$ cat config.mk
export PLATFORM = sky130hd
export DESIGN_NAME = tel_event_latches
export DESIGN_NICKNAME = d
export VERILOG_FILES = /design/src/verilog/tel_pkg.sv /design/src/verilog/tel_event_latches.sv
export SDC_FILE = /design/constraint.sdc
export NUM_CORES = 1
export LEC_CHECK = 0
export ABC_AREA = 1
export BUFFER_PORTS_ARGS = -buffer_cell sky130_fd_sc_hd__buf_2
export CAP_MARGIN = 20
export CORE_MARGIN = 4
export CORE_UTILIZATION = 60
export DETAILED_ROUTE_END_ITERATION = 10
export GPL_TIMING_DRIVEN = 0
export PLACE_DENSITY = 0.85
export RECOVER_POWER = 100
export SYNTH_ARGS = -nofsm -noshare
export SYNTH_HDL_FRONTEND = slang
export SYNTH_SLANG_ARGS = --single-unit
$ cat constraint.sdc
create_clock -name mclk_i -period 20.3 [get_ports mclk_i]
set_clock_uncertainty 0.05 [all_clocks]
set_input_delay 1.015 -clock mclk_i [delete_from_list [all_inputs] [get_ports mclk_i]]
set_output_delay 1.015 -clock mclk_i [all_outputs]
set_load 0.005 [all_outputs]
$ cat src/verilog/tel_pkg.sv
// Package for the T1 event and counter-wrap latch block.
// Assumes one 25 MHz clock and an 8-bit non-multiplexed host port.
package tel_pkg;

   // ==========================================================
   // Register map
   localparam logic [4:0] EVENT_FLAGS_THREE_ADDR = 5'h1e;
   localparam logic [4:0] COUNTER_WRAP_LATCH_ADDR = 5'h1f;
   localparam logic [7:0] FLAGS_RESET = 8'h00;

   // ==========================================================
   // Bit positions in event_flags_three
   localparam int LINK_CTRL0_BIT = 7;
   localparam int LINK_CTRL1_BIT = 6;
   localparam int LINK_CTRL2_BIT = 5;
   localparam int LOOP_PATTERN_BIT = 4;
   localparam int ONE_SECOND_BIT = 3;
   localparam int FIVE_SECOND_BIT = 2;
   localparam int BIT_MESSAGE_BIT = 1;
   localparam int SIGNALLING_BIT = 0;

   // ==========================================================
   // Counter wrap detection: all ones falling back to zero
   localparam logic [7:0] COUNT_ALL_ONES = 8'hff;
   localparam logic [7:0] COUNT_ZERO = 8'h00;

   // ==========================================================
   // Bit oriented message voting
   localparam int MSG_HISTORY = 10;
   localparam int MSG_VOTES = 8;
   localparam int MSG_CODE_W = 6;

   // ==========================================================
   // Timing
   localparam int CLOCK_KHZ = 25000;
   localparam int LOOP_HOLD_MS = 48;
   localparam int LOOP_HOLD_CYCLES = LOOP_HOLD_MS * CLOCK_KHZ;
   localparam int DEBOUNCE_MS = 6;
   localparam int DEBOUNCE_CYCLES = DEBOUNCE_MS * CLOCK_KHZ;

   // Values of the eight performance counters, bit 7 down to bit 0 of the latch.
   typedef struct packed {
      logic [7:0] framing_error;
      logic [7:0] crc_error;
      logic [7:0] out_of_frame;
      logic [7:0] alignment_change;
      logic [7:0] line_violation;
      logic [7:0] test_pattern_error;
      logic [7:0] test_pattern_multiframe;
      logic [7:0] multiframe_sync_loss;
   } tel_counters_t;

endpackage
$ cat src/verilog/tel_event_latches.sv
// Event flag register and counter-wrap latch register for T1 mode.
// Assumes the host pins are asynchronous to mclk_i and the event, mask and
// counter inputs come from logic on mclk_i.
module tel_event_latches #(
   parameter int LOOP_HOLD = tel_pkg::LOOP_HOLD_CYCLES,
   parameter int DEBOUNCE = tel_pkg::DEBOUNCE_CYCLES,
   parameter int SIG_W = 96
) (
   input wire logic mclk_i,
   input wire logic reset_i,
   input wire logic host_sel_i,
   input wire logic host_rd_i,
   input wire logic [4:0] host_addr_i,
   output logic [7:0] host_data_o,
   output logic host_data_oe_o,
   input wire logic [7:0] event_mask_i,
   input wire logic link_ctrl0_event_i,
   input wire logic link_ctrl1_event_i,
   input wire logic link_ctrl2_event_i,
   input wire logic loop_up_match_i,
   input wire logic loop_down_match_i,
   input wire logic one_second_tick_status_i,
   input wire logic five_second_tick_status_i,
   input wire logic facility_data_link_msg_i,
   input wire logic [5:0] facility_data_link_code_i,
   input wire logic [SIG_W-1:0] signalling_bits_i,
   input wire logic signalling_debounce_enable_i,
   input wire tel_pkg::tel_counters_t counters_i
);

   localparam int LW = $clog2(LOOP_HOLD + 1);
   localparam int DW = $clog2(DEBOUNCE + 1);

   // ==========================================================
   // Host port synchronisers
   // Two flops on every pin; only the second stage is read.
   logic sel_s1, sel_s2, rd_s1, rd_s2, rd_seen;
   logic [4:0] addr_s1, addr_s2;
   logic read_go, read_flags, read_wraps;

   // Pins pass two flops before any decode looks at them.
   always_ff @(posedge mclk_i or posedge reset_i)
   begin
      if (reset_i)
      begin
         sel_s1 <= 1'b0;
         sel_s2 <= 1'b0;
         rd_s1 <= 1'b0;
         rd_s2 <= 1'b0;
         addr_s1 <= 5'h00;
         addr_s2 <= 5'h00;
         rd_seen <= 1'b0;
      end
      else
      begin
         sel_s1 <= host_sel_i;
         sel_s2 <= sel_s1;
         rd_s1 <= host_rd_i;
         rd_s2 <= rd_s1;
         addr_s1 <= host_addr_i;
         addr_s2 <= addr_s1;
         rd_seen <= sel_s2 & rd_s2;
      end
   end

   // One pulse per read access, on the first cycle select and read are both seen.
   assign read_go = sel_s2 & rd_s2 & ~rd_seen;
   assign read_flags = read_go & (addr_s2 == tel_pkg::EVENT_FLAGS_THREE_ADDR);
   assign read_wraps = read_go & (addr_s2 == tel_pkg::COUNTER_WRAP_LATCH_ADDR);

   // ==========================================================
   // Status edge detection
   logic one_sec_d, five_sec_d;
   logic one_sec_rise, five_sec_rise;

   always_ff @(posedge mclk_i or posedge reset_i)
   begin
      if (reset_i)
      begin
         one_sec_d <= 1'b0;
         five_sec_d <= 1'b0;
      end
      else
      begin
         one_sec_d <= one_second_tick_status_i;
         five_sec_d <= five_second_tick_status_i;
      end
   end

   assign one_sec_rise = one_second_tick_status_i & ~one_sec_d;
   assign five_sec_rise = five_second_tick_status_i & ~five_sec_d;

   // ==========================================================
   // Loop code persistence timer
   // Fires once per continuous presence, so a held code does not refire.
   logic [LW-1:0] loop_count;
   logic loop_fired;
   logic loop_present, loop_event;
   assign loop_present = loop_up_match_i | loop_down_match_i;

   always_ff @(posedge mclk_i or posedge reset_i)
   begin
      if (reset_i)
      begin
         loop_count <= '0;
         loop_fired <= 1'b0;
      end
      else if (!loop_present)
      begin
         loop_count <= '0;
         loop_fired <= 1'b0;
      end
      else if (loop_count == LW'(LOOP_HOLD - 1))
      begin
         loop_fired <= 1'b1;
      end
      else
      begin
         loop_count <= loop_count + LW'(1);
      end
   end
   assign loop_event = loop_present & (loop_count == LW'(LOOP_HOLD - 1)) & ~loop_fired;

   // ==========================================================
   // Bit oriented message voting
   // The framer delivers the six free bits of each 11111110xxxxxx0 pattern with a strobe.
   logic [tel_pkg::MSG_CODE_W-1:0] msg_hist [tel_pkg::MSG_HISTORY];
   logic [tel_pkg::MSG_CODE_W-1:0] msg_accepted;
   logic msg_have;
   logic [3:0] vote_count;
   logic msg_event;
   // Count how many of the ten positions, the new one included, hold the new code.
   always_comb
   begin
      vote_count = 4'h1;
      for (int i = 0; i < tel_pkg::MSG_HISTORY - 1; i++)
      begin
         if (msg_hist[i] == facility_data_link_code_i)
            vote_count = vote_count + 4'h1;
      end
   end
   assign msg_event = facility_data_link_msg_i & (vote_count >= 4'(tel_pkg::MSG_VOTES))
      & (!msg_have | (facility_data_link_code_i != msg_accepted));
   always_ff @(posedge mclk_i or posedge reset_i)
   begin
      if (reset_i)
      begin
         for (int i = 0; i < tel_pkg::MSG_HISTORY; i++)
            msg_hist[i] <= '1;
         msg_accepted <= '0;
         msg_have <= 1'b0;
      end
      else if (facility_data_link_msg_i)
      begin
         msg_hist[0] <= facility_data_link_code_i;
         for (int i = 1; i < tel_pkg::MSG_HISTORY; i++)
            msg_hist[i] <= msg_hist[i-1];
         if (msg_event)
         begin
            msg_accepted <= facility_data_link_code_i;
            msg_have <= 1'b1;
         end
      end
   end

   // ==========================================================
   // Signalling change detection
   // One debounce timer serves all channels: cheap, but any bit that keeps
   // moving holds back reporting of the others until the line settles.
   logic [SIG_W-1:0] sig_cand, sig_stable;
   logic [DW-1:0] deb_count;
   logic [SIG_W-1:0] next_sig_stable;
   logic sig_event;
   always_comb
   begin
      next_sig_stable = sig_stable;
      if (!signalling_debounce_enable_i)
         next_sig_stable = signalling_bits_i;
      else if (signalling_bits_i == sig_cand && deb_count == DW'(DEBOUNCE - 1))
         next_sig_stable = sig_cand;
   end
   always_ff @(posedge mclk_i or posedge reset_i)
   begin
      if (reset_i)
      begin
         sig_cand <= '0;
         sig_stable <= '0;
         deb_count <= '0;
      end
      else
      begin
         sig_cand <= signalling_bits_i;
         sig_stable <= next_sig_stable;
         if (signalling_bits_i != sig_cand)
            deb_count <= '0;
         else if (deb_count != DW'(DEBOUNCE - 1))
            deb_count <= deb_count + DW'(1);
      end
   end
   assign sig_event = next_sig_stable != sig_stable;

   // ==========================================================
   // Counter wrap detection
   tel_pkg::tel_counters_t counters_d;
   logic [7:0] wrap_event;
   always_ff @(posedge mclk_i or posedge reset_i)
   begin
      if (reset_i)
         counters_d <= '0;
      else
         counters_d <= counters_i;
   end
   // Bit 7 is the first counter of the struct, bit 0 the last.
   always_comb
   begin
      for (int i = 0; i < 8; i++)
      begin
         wrap_event[i] = (counters_d[i*8 +: 8] == tel_pkg::COUNT_ALL_ONES)
            & (counters_i[i*8 +: 8] == tel_pkg::COUNT_ZERO);
      end
   end

   // ==========================================================
   // Flag registers
   logic [7:0] event_flags_three, counter_wrap_latch;
   logic [7:0] flag_event;
   always_comb
   begin
      flag_event = 8'h00;
      flag_event[tel_pkg::LINK_CTRL0_BIT] = link_ctrl0_event_i;
      flag_event[tel_pkg::LINK_CTRL1_BIT] = link_ctrl1_event_i;
      flag_event[tel_pkg::LINK_CTRL2_BIT] = link_ctrl2_event_i;
      flag_event[tel_pkg::LOOP_PATTERN_BIT] = loop_event;
      flag_event[tel_pkg::ONE_SECOND_BIT] = one_sec_rise;
      flag_event[tel_pkg::FIVE_SECOND_BIT] = five_sec_rise;
      flag_event[tel_pkg::BIT_MESSAGE_BIT] = msg_event;
      flag_event[tel_pkg::SIGNALLING_BIT] = sig_event;
   end
   // A set in the clearing cycle wins, so no event slips past a read.
   always_ff @(posedge mclk_i or posedge reset_i)
   begin
      if (reset_i)
         event_flags_three <= tel_pkg::FLAGS_RESET;
      else
         event_flags_three <= (event_flags_three & ~{8{read_flags}})
            | (flag_event & event_mask_i);
   end
   // The wrap latch is never masked.
   always_ff @(posedge mclk_i or posedge reset_i)
   begin
      if (reset_i)
         counter_wrap_latch <= tel_pkg::FLAGS_RESET;
      else
         counter_wrap_latch <= (counter_wrap_latch & ~{8{read_wraps}}) | wrap_event;
   end

   // ==========================================================
   // Read data
   // Data is captured at the start of the access and held until the next one.
   always_ff @(posedge mclk_i or posedge reset_i)
   begin
      if (reset_i)
      begin
         host_data_o <= 8'h00;
         host_data_oe_o <= 1'b0;
      end
      else
      begin
         host_data_oe_o <= sel_s2 & rd_s2;
         if (read_flags)
            host_data_o <= event_flags_three;
         else if (read_wraps)
            host_data_o <= counter_wrap_latch;
         else if (read_go)
            host_data_o <= 8'h00;
      end
   end

endmodule // tel_event_latches

Word-level counts from Yosys, hierarchy flattened. Index checks and enable logic that the tools add are counted.

Logic and storage cells: 139. Memories kept: 0. Memory bits (writable): 0. Input port bits: 192. Output and inout port bits: 9. Bits in latches: 0. Register bits after elaboration: 398. Bits in read-only memories: 0.

Reduce and logical (&&, ||, !) cells: 13. Add/subtract/negate cells: 10. Divide/modulo/power cells: 0. $mul: 0. Bitwise logic cells: 31. Multiplexer cells: 20. Order comparisons: 1. Equal/unequal tests: 28. Shifts and indexed selects: 0.

Operators with widths (number): $mux W96 (2); $ne A96 B96 Y1 (2); $eq A96 B96 Y1 (1); $eq A8 B8 Y1 const B (8); $logic_not A8 Y1 (8); $eq A6 B6 Y1 (9); $mux W21 (2); $mux W18 (2); $add A4 B1 Y4 const B (8); $mux W4 (8); $and A8 B8 Y8 (3); $mux W8 (3); $add A21 B1 Y21 const B (1); $eq A21 B21 Y1 const B (1); $add A18 B1 Y18 const B (1); $and A1 B1 Y1 (18); $eq A18 B18 Y1 const B (1); $ne A18 B18 Y1 const B (1); $not A8 Y8 (2); $or A8 B8 Y8 (2); $eq A5 B5 Y1 const B (2); $ne A6 B6 Y1 (1); $ge A4 B4 Y1 const B (1); $not A1 Y1 (4); other kinds (10) (12).

Depth between registers and ports, before layout. Gate-level depths: netlist of run 1.

Depth after elaboration: 23. Mapped depth: 31. Depth with buffers taken out: 29.

Least setup slack after synthesis of run 1. Ideal clock, no wire load.

Path kind: input to register. Start: in facility_data_link_code_i[4]. End: reg msg_accepted[4] in the netlist's numbering. Stages on the path: 27. Path slack: 15.269 ns. Data required time: 20.124 ns. Library setup time: 0.126 ns. Arrival time: 4.855 ns. Buffers on the path: 2. Path through: buf_6 -> inv_6 -> nor2_1 -> nor4_1 -> nand3_1 -> inv_1 -> fa_1 -> nand3_1 -> nand2_2 -> ha_1 -> nand2_1 -> nand2_1 -> ha_1 -> nand2_1 -> nand2_1 -> ha_1 -> or2_2 -> nand2_1 -> inv_1 -> ha_1 -> nand2_1 -> o21ai_1 -> nand3_2 -> or2_1 -> buf_6 -> nand2_2 -> o21ai_0.

Longest elaborated chain between the ends: 22. Elaborated cells between the ends (all ways): 32. Those cells by class: add/sub: 8; order compare: 1; eq/ne: 10; mux: 9; bitwise: 3; reduce/logical: 1.

RTL lines: start, declared (RTL line tel_event_latches.sv:25) `input wire logic [5:0] facility_data_link_code_i,`; $eq A6 B6 Y1 (RTL line tel_event_latches.sv:138) `if (msg_hist[i] == facility_data_link_code_i)`; $mux W2 (RTL line tel_event_latches.sv:138); $add A4 B1 Y4 (RTL line tel_event_latches.sv:139) `vote_count = vote_count + 4'h1;`; $mux W4 (RTL line tel_event_latches.sv:138); $add A4 B1 Y4 (RTL line tel_event_latches.sv:139); $mux W4 (RTL line tel_event_latches.sv:138); $add A4 B1 Y4 (RTL line tel_event_latches.sv:139); $mux W4 (RTL line tel_event_latches.sv:138); [6 not listed]; $add A4 B1 Y4 (RTL line tel_event_latches.sv:139); $mux W4 (RTL line tel_event_latches.sv:138); $add A4 B1 Y4 (RTL line tel_event_latches.sv:139); $mux W4 (RTL line tel_event_latches.sv:138); $ge A4 B4 Y1 (RTL line tel_event_latches.sv:142) `assign msg_event = facility_data_link_msg_i & (vote_count >= 4'(tel_pkg::MSG_VOTES))`; $and A1 B1 Y1 (RTL line tel_event_latches.sv:142); $and A1 B1 Y1 (RTL line tel_event_latches.sv:143) `& (!msg_have | (facility_data_link_code_i != msg_accepted));`; $reduce_and A2 Y1 (no line); end signal, assigned (RTL line tel_event_latches.sv:160) `msg_accepted <= facility_data_link_code_i;`; end, declared (RTL line tel_event_latches.sv:128) `logic [tel_pkg::MSG_CODE_W-1:0] msg_accepted;`.

Several ways; a longest one is shown, not always the timed one. A chain may end at the register's enable or synchronous reset.

==> out/qor.yml, run 1 <==
grt_pass1_vias: 18361
synth_nets: 2723
ys_async_sr_fraction_pct: 100
internal-power_mw: 1.42
drv_slew: 293
seq_area_frac_synth_pct: 50.4
violations: "max-capacitance violations, max-slew violations"
crit_start: "reset_i"
place.gp.congestion: 0.953
hold_viol: 0
die_w_um: 190
rsz0062_at_grt: "no"
wl_per_cell_um: 18.3
fin_crit_ns: 8.33
fmax_mhz: 120
syn_inst: 2521
ff2ff_path_depth: 26
setup_viol: 0
synth.top_cell.area_share_pct: 43.3
finalSetupTns_ns: 0
synthSimpleGateAreaFrac_pct: 30.1
ys.flop_type: "dfrtp_1"
critPathLaunchType: "input pin"
multi_input_area_sq_um: 8070
worstPathMaxFanout: 119
drt-total-wl_um: 59400
holdCritPathClass: "register to register"
finalWorstSetupSlack_ns: 11.97
viasPerCell: 5.73
core_sq_um: 32600
yosysTopAreaCell: "dfrtp_1"
grt_use_total_pct: 32.3
synth_top_family_by_area: "simple AND/OR/NAND/NOR gates"
power_frac_comb_pct: 13.1
swShare_pct: 27.3
yosys-top-cells-area: "dfrtp_1 43%, nand2_1 15%, dfstp_2 7.1%, inv_1 6.6%, nand3_1 5.3%"
synth_area_sq_um: 19900
reg2reg_slack_ns: 14.87
dr.pass1.iters: 7
grt_pass1_wl_um: 93000
pwr-share-clk_pct: 41.1
clockBufferDepth: 3
cts_sinks: 398
cts-root-buf: "clkbuf_16"
dp_slack_ns: 14.56
cts_buffers: 42
worstMarginPinSlew_ns: 6.22
max-vdd-ir-drop_uv: 73.6
port_buffers: 198
maxCapViolCount: 4
critical_path_required_ns: 19.39
die_h_um: 190
hold_slack_ns: 0.305
fillerInstances: 2599
postCtsSetupBuffers: 0
worstSetupPathType: "input pin to async pin"
ant_nets: 0
maxSlewHeadroom_pct: -315
drive_gt1_share_pct: 8.00
muxShareOfSynthArea_pct: 0
status: "finished, violations left"
design.die.area_sq_um: 36100
clkLatencyLatePin_ns: 0.56
fin_nets: 2968
crit_arrival_ns: 7.42
cts_resized: 0
synth_compound_area_share_pct: 5.50
power_density_nw_per_um2: 86.2
hpwlAfterDp_um: 42300
synthDistinctLibCells: 48
synth_common_cells: "781 x nand2_1, 351 x inv_1, 344 x dfrtp_1, 209 x nand3_1, 193 x nor2_1"
p_leak_nw: 11.4
drc: 0
p_total_mw: 1.95
worstSetupEndpointType: "async pin"
pin_count: 201
seqPwrFrac_pct: 45.7
drt_iter0_markers: 1794
avgSynthCellArea_sq_um: 7.89
fin_crit_sh_pct: 41.1
r2r_end: "msg_accepted[4]"
grt_max_degree: 120
area_growth_pct: 14.0
ys_warn_count: 0
cts_tree: "done"
synth_enable_flop_cells: 0
cts_hold_buf: 0
switching_power_mw: 0.534
seq_area_sq_um: 10000
gr-total-overflow: 0
synth_most_common_cell: "nand2_1"
start_util_pct: 61.0
vias: 18607
rows: 66
yosys_register_bits: 398
crit-reg2reg-launch: "msg_hist[50]"
antenna_found_initial: 6
htreeDepth: 2
endpoint: "sig_cand[59]"
synth_fa_ha_area_share_pct: 0.667
cts.clk_slew.worst_paths_ns: 0.06
synthXorXnorAreaFrac_pct: 4.49
worst min path at each step:
stage / start / depth (start not counted) / to
2_1_floorplan: addr_s1[0] / 0 / addr_s2[0]
3_3_place_gp: addr_s1[1] / 0 / addr_s2[1]
3_5_place_dp: addr_s1[4] / 0 / addr_s2[4]
4_1_cts: addr_s1[0] / 0 / addr_s2[0]
5_1_grt: sel_s1 / 0 / sel_s2
6_report: addr_s1[0] / 0 / addr_s2[0]
state kept, by name, summed over array words and instances, names as in the netlist, 5 cells and up:
register / cells
sig_stable: 96
counters_d: 64
msg_accepted: 6
counter_wrap_latch: 8
event_flags_three: 8
addr_s2: 5
deb_count: 18
loop_count: 21
host_data_o: 8
msg_hist: 54
addr_s1: 5
sig_cand: 96
power by group through the flow:
stage               combinational, mW  sequential [mW]  clock, mW
floorplan                       0.166            0.897          0
global placement                0.240            0.902          0
detailed placement              0.254            0.905          0
CTS                             0.257            0.892      0.811
global route                    0.287            0.899      0.844
finish                          0.257            0.894      0.804
logic make-up after synthesis:
family	after synthesis
xor+xnor	102
fa+ha+maj	10
buf+inv	447
flops	398
simple gates	1383
compound gates	181
cells in the final DEF, fill, tap and decap left out, types with 5 or more instances in the layout:
cell / count
ha_1: 9
nand2_2: 15
o211ai_1: 23
clkbuf_16: 43
nand4_1: 126
xor2_1: 49
xnor2_1: 53
nor2_1: 193
inv_2: 10
nand2_1: 782
nand3_1: 211
dfstp_2: 54
nor4_1: 29
a32o_1: 10
nor3_1: 14
a21oi_1: 23
bufinv_16: 5
buf_2: 59
clkinv_2: 5
clkbuf_1: 220
buf_1: 11
inv_1: 350
clkbuf_8: 6
dfrtp_1: 344
o21ai_0: 97
diode_2: 6
per-stage QoR:
stage	util [%]	std cells	instance area (sq um)
5_1_grt	69.5	3244	22700
3_5_place_dp	66.0	3164	21500
6_report	69.5	3247	22700
3_3_place_gp	65.7	3161	21400
4_1_cts	70.4	3241	23000
2_1_floorplan	-	2521	19900
area by class of cell:
type,instances,share of cell area (%)
Buffer,83,1.65
Clock inverter,14,0.982
Multi-Input combinational cell,1676,35.6
Clock buffer,63,5.34
Sequential cell,398,44.2
Antenna cell,6,0.0662
Tap cell,442,2.44
Timing Repair Buffer,201,3.66
Inverter,364,6.05
layer usage:
layer  track usage [%]  part of all wire [%]
met2              52.9                    47
met5                 0                 0.022
met4              17.4                   5.6
met3              6.31                   9.5
met1              40.6                    38
worst max-delay path, cell delays in order:
cell	delay, ns
buf_2	0.10
clkinvlp_2	1.70
clkbuf_1	4.43
(Power assumes the default switching activity.)
==> run 2: changes to the inputs <==
--- a/config.mk
+++ b/config.mk
@@ -5,14 +5,14 @@
 export SDC_FILE = /design/constraint.sdc
 export NUM_CORES = 1
 export LEC_CHECK = 0
-export ABC_AREA = 1
+export ABC_AREA = 0
 export BUFFER_PORTS_ARGS = -buffer_cell sky130_fd_sc_hd__buf_2
 export CAP_MARGIN = 20
 export CORE_MARGIN = 4
-export CORE_UTILIZATION = 60
+export CORE_UTILIZATION = 53
 export DETAILED_ROUTE_END_ITERATION = 10
 export GPL_TIMING_DRIVEN = 0
-export PLACE_DENSITY = 0.85
+export PLACE_DENSITY = 0.8
 export RECOVER_POWER = 100
 export SYNTH_ARGS = -nofsm -noshare
 export SYNTH_HDL_FRONTEND = slang
==> constraint.sdc (replaced) <==
create_clock -name mclk_i -period 7.52 [get_ports mclk_i]
set_clock_uncertainty 0.05 [all_clocks]
set_input_delay 0.376 -clock mclk_i [delete_from_list [all_inputs] [get_ports mclk_i]]
set_output_delay 0.376 -clock mclk_i [all_outputs]
set_load 0.005 [all_outputs]
==> run 2 against run 1 <==
Against the previous run:
- the flow still finishes with violations (max-capacitance violations, max-slew violations)
- synthesized cell count down 37%
- utilization fell by 2.3 points
- sequential share of layout area down 1.1 points
- wire length fell by 6.4%
- combinational power grew to 3.2 times the previous value
==> out/qor.yml, run 2 <==
synth_most_common_cell: "dfrtp_1"
hpwlAfterDp_um: 36700
cts.clk_slew.worst_paths_ns: 0.06
r2r_end: "msg_accepted[5]"
drc: 0
yosysTopAreaCell: "dfrtp_1"
dr.pass1.iters: 6
layout_commonest_cell: "dfrtp_1"
antenna_found_initial: 1
synth.top_cell.area_share_pct: 46.0
critical-path-max-stage-delay_ns: 0.70
hold_viol: 0
die_h_um: 196
cts_tree: "done"
cts_sinks: 398
crit_start: "msg_hist[49]"
crit_arrival_ns: 6.92
synthDistinctLibCells: 61
grt_max_degree: 44
vias: 14585
p_total_mw: 5.59
power_density_nw_per_um2: 240
synth_common_cells: "344 x dfrtp_1, 197 x xnor2_1, 183 x xor2_1, 155 x nor2_1, 109 x mux2i_1"
ys_async_sr_fraction_pct: 100
p_leak_nw: 9.95
cts_resized: 0
worstSetupEndpointType: "register"
cpMaxStageDelayCell: "a2111oi_0"
critPathLaunchType: "register"
fin_crit_ns: 6.52
viasPerCell: 5.79
synth_nets: 1802
crit-reg2reg-launch: "msg_hist[49]"
ys.flop_type: "dfrtp_1"
cts-root-buf: "clkbuf_16"
reg_top3: "sig_cand x96, sig_stable x96, counters_d x64"
layout_common_cells: "344 x dfrtp_1, 234 x clkbuf_1, 197 x xnor2_1"
fin_crit_sh_pct: 86.6
fin_nets: 2232
violations: "max-capacitance violations, max-slew violations"
port_buffers: 200
drt-total-wl_um: 55600
cpMostUsedCell: "ha_1"
maxCapViolCount: 8
grt_pass1_wl_um: 86000
clockBufferDepth: 3
finalSetupTns_ns: 0
worstMarginPinSlew_ns: 2.38
ys_warn_count: 0
rows: 68
grt_pass1_vias: 15366
wl_per_cell_um: 22.1
holdCritPathClass: "input pin to register"
yosys-top-cells-area: "dfrtp_1 46%, xnor2_1 9.2%, xor2_1 8.6%, dfstp_2 7.6%, mux2i_1 5.8%"
synth_enable_flop_cells: 0
fmax_mhz: 153
pin_count: 201
gr-total-overflow: 0
synth_area_sq_um: 18700
yosys_register_bits: 398
cts_buffers: 43
worstPathMaxFanout: 6
drv_slew: 289
syn_inst: 1600
avgSynthCellArea_sq_um: 11.7
status: "finished, violations left"
fillerInstances: 2516
maxSlewHeadroom_pct: -58.6
hold_path_depth: 2
start_util_pct: 54.0
drt_iter0_markers: 1145
seq_area_frac_synth_pct: 53.6
worstSetupPathType: "register to register"
die_w_um: 196
core_sq_um: 34600
grt_use_total_pct: 28.6
drive_gt1_share_pct: 11.2
clkLatencyLatePin_ns: 0.58
design.die.area_sq_um: 38300
setup_viol: 0
max-vdd-ir-drop_uv: 206
ant_nets: 0
rsz0062_at_grt: "no"
area_growth_pct: 24.5
ff2ff_path_depth: 25
htreeDepth: 2
critical_path_required_ns: 7.92
place.gp.congestion: 0.987
reg2reg_slack_ns: 1.00
endpoint: "msg_accepted[5]"
-- run 2: cell types whose count changed after synthesis, moves of 23 or more --
cell	previous run	this run
a21oi_1	22	107
inv_1	351	14
mux2_2	0	56
mux2i_1	0	109
nand2_1	781	38
nand3_1	209	20
nand4_1	126	81
nor2_1	193	155
nor4_1	28	65
o211ai_1	23	0
o21ai_0	97	22
xnor2_1	53	197
xor2_1	49	183
-- run 2: power by group --
group	switching (mW)	internal, mW
registers	0.186	2.40
logic	0.438	0.393
clock network	0.884	1.29
total	1.51	4.08
-- run 2: worst max-delay path, delay by kind of cell (launching register included) --
kind | cells | cell delay [ns]
xor gates and xnor gates | 1 | 0.08
AOI/OAI and AO/OA | 6 | 1.62
muxes | 4 | 1.18
DFF | 1 | 0.55
buffers and inverters | 3 | 0.32
and+or+nand+nor | 6 | 1.20
adders and majority gates | 5 | 1.38
-- run 2: per-stage QoR --
| stage | hold WS, ns | instance area [sq um] | instances | utilization [%] | setup slack, ns |
|---|---|---|---|---|---|
| floorplan | 0.281 | 18700 | 1600 | - | 1.78 |
| global placement | 0.282 | 20300 | 2255 | 58.5 | -0.245 |
| detailed placement | 0.285 | 20500 | 2266 | 59.2 | 1.17 |
| CTS | 0.00100 | 23700 | 2516 | 68.4 | 1.26 |
| global route | 0.0184 | 23300 | 2516 | 67.2 | 0.476 |
| finish | 0.0246 | 23300 | 2517 | 67.2 | 1.00 |
-- run 2: repair_timing --
action,in CTS,in global routing
hold buffers,174,0
endpoints found under the hold margin,203,0
buffers inserted,0,0
-- run 2: final cells by class --
type                            instances  area, sq um  share of cell area (%)
Tap cell                              455          569                    2.45
Buffer                                 56          241                    1.04
Clock inverter                         18          246                    1.06
Timing Repair Buffer                  385         2590                    11.1
Sequential cell                       398        10000                    43.1
Inverter                               15         57.6                   0.247
Clock buffer                           58         1190                    5.12
Antenna cell                            1         2.50                  0.0108
Multi-Input combinational cell       1131         8350                    35.9
-- run 2: cell families after synthesis --
logic type | synth area share, %
compound gates | 4.96
xor+xnor | 18.1
fa+ha+maj | 0.709
buf+inv | 1.59
flops | 53.6
mux | 9.89
simple gates | 11.1
-- run 2: metal layers --
| metal | vias to the layer above | track usage (%) | wire length, um | part of all wire, % |
|---|---|---|---|---|
| met5 | - | 0 | 11 | 0.020 |
| met4 | 2 | 13.5 | 2720 | 4.9 |
| met3 | 182 | 4.84 | 4360 | 7.8 |
| met2 | 734 | 47.4 | 26700 | 48 |
| met1 | 7218 | 36.9 | 21800 | 39 |
| li1 | 6449 | - | - | - |
-- run 2: how the worst min path moves through the flow --
| stage | start | end |
|---|---|---|
| after global placement | addr_s1[4] | addr_s2[4] |
| after CTS | event_mask_i[0] | event_flags_three[0] |
| final | event_mask_i[0] | event_flags_three[0] |
| after detailed placement | addr_s1[1] | addr_s2[1] |
| after global routing | event_mask_i[0] | event_flags_three[0] |
| after floorplan | addr_s1[0] | addr_s2[0] |
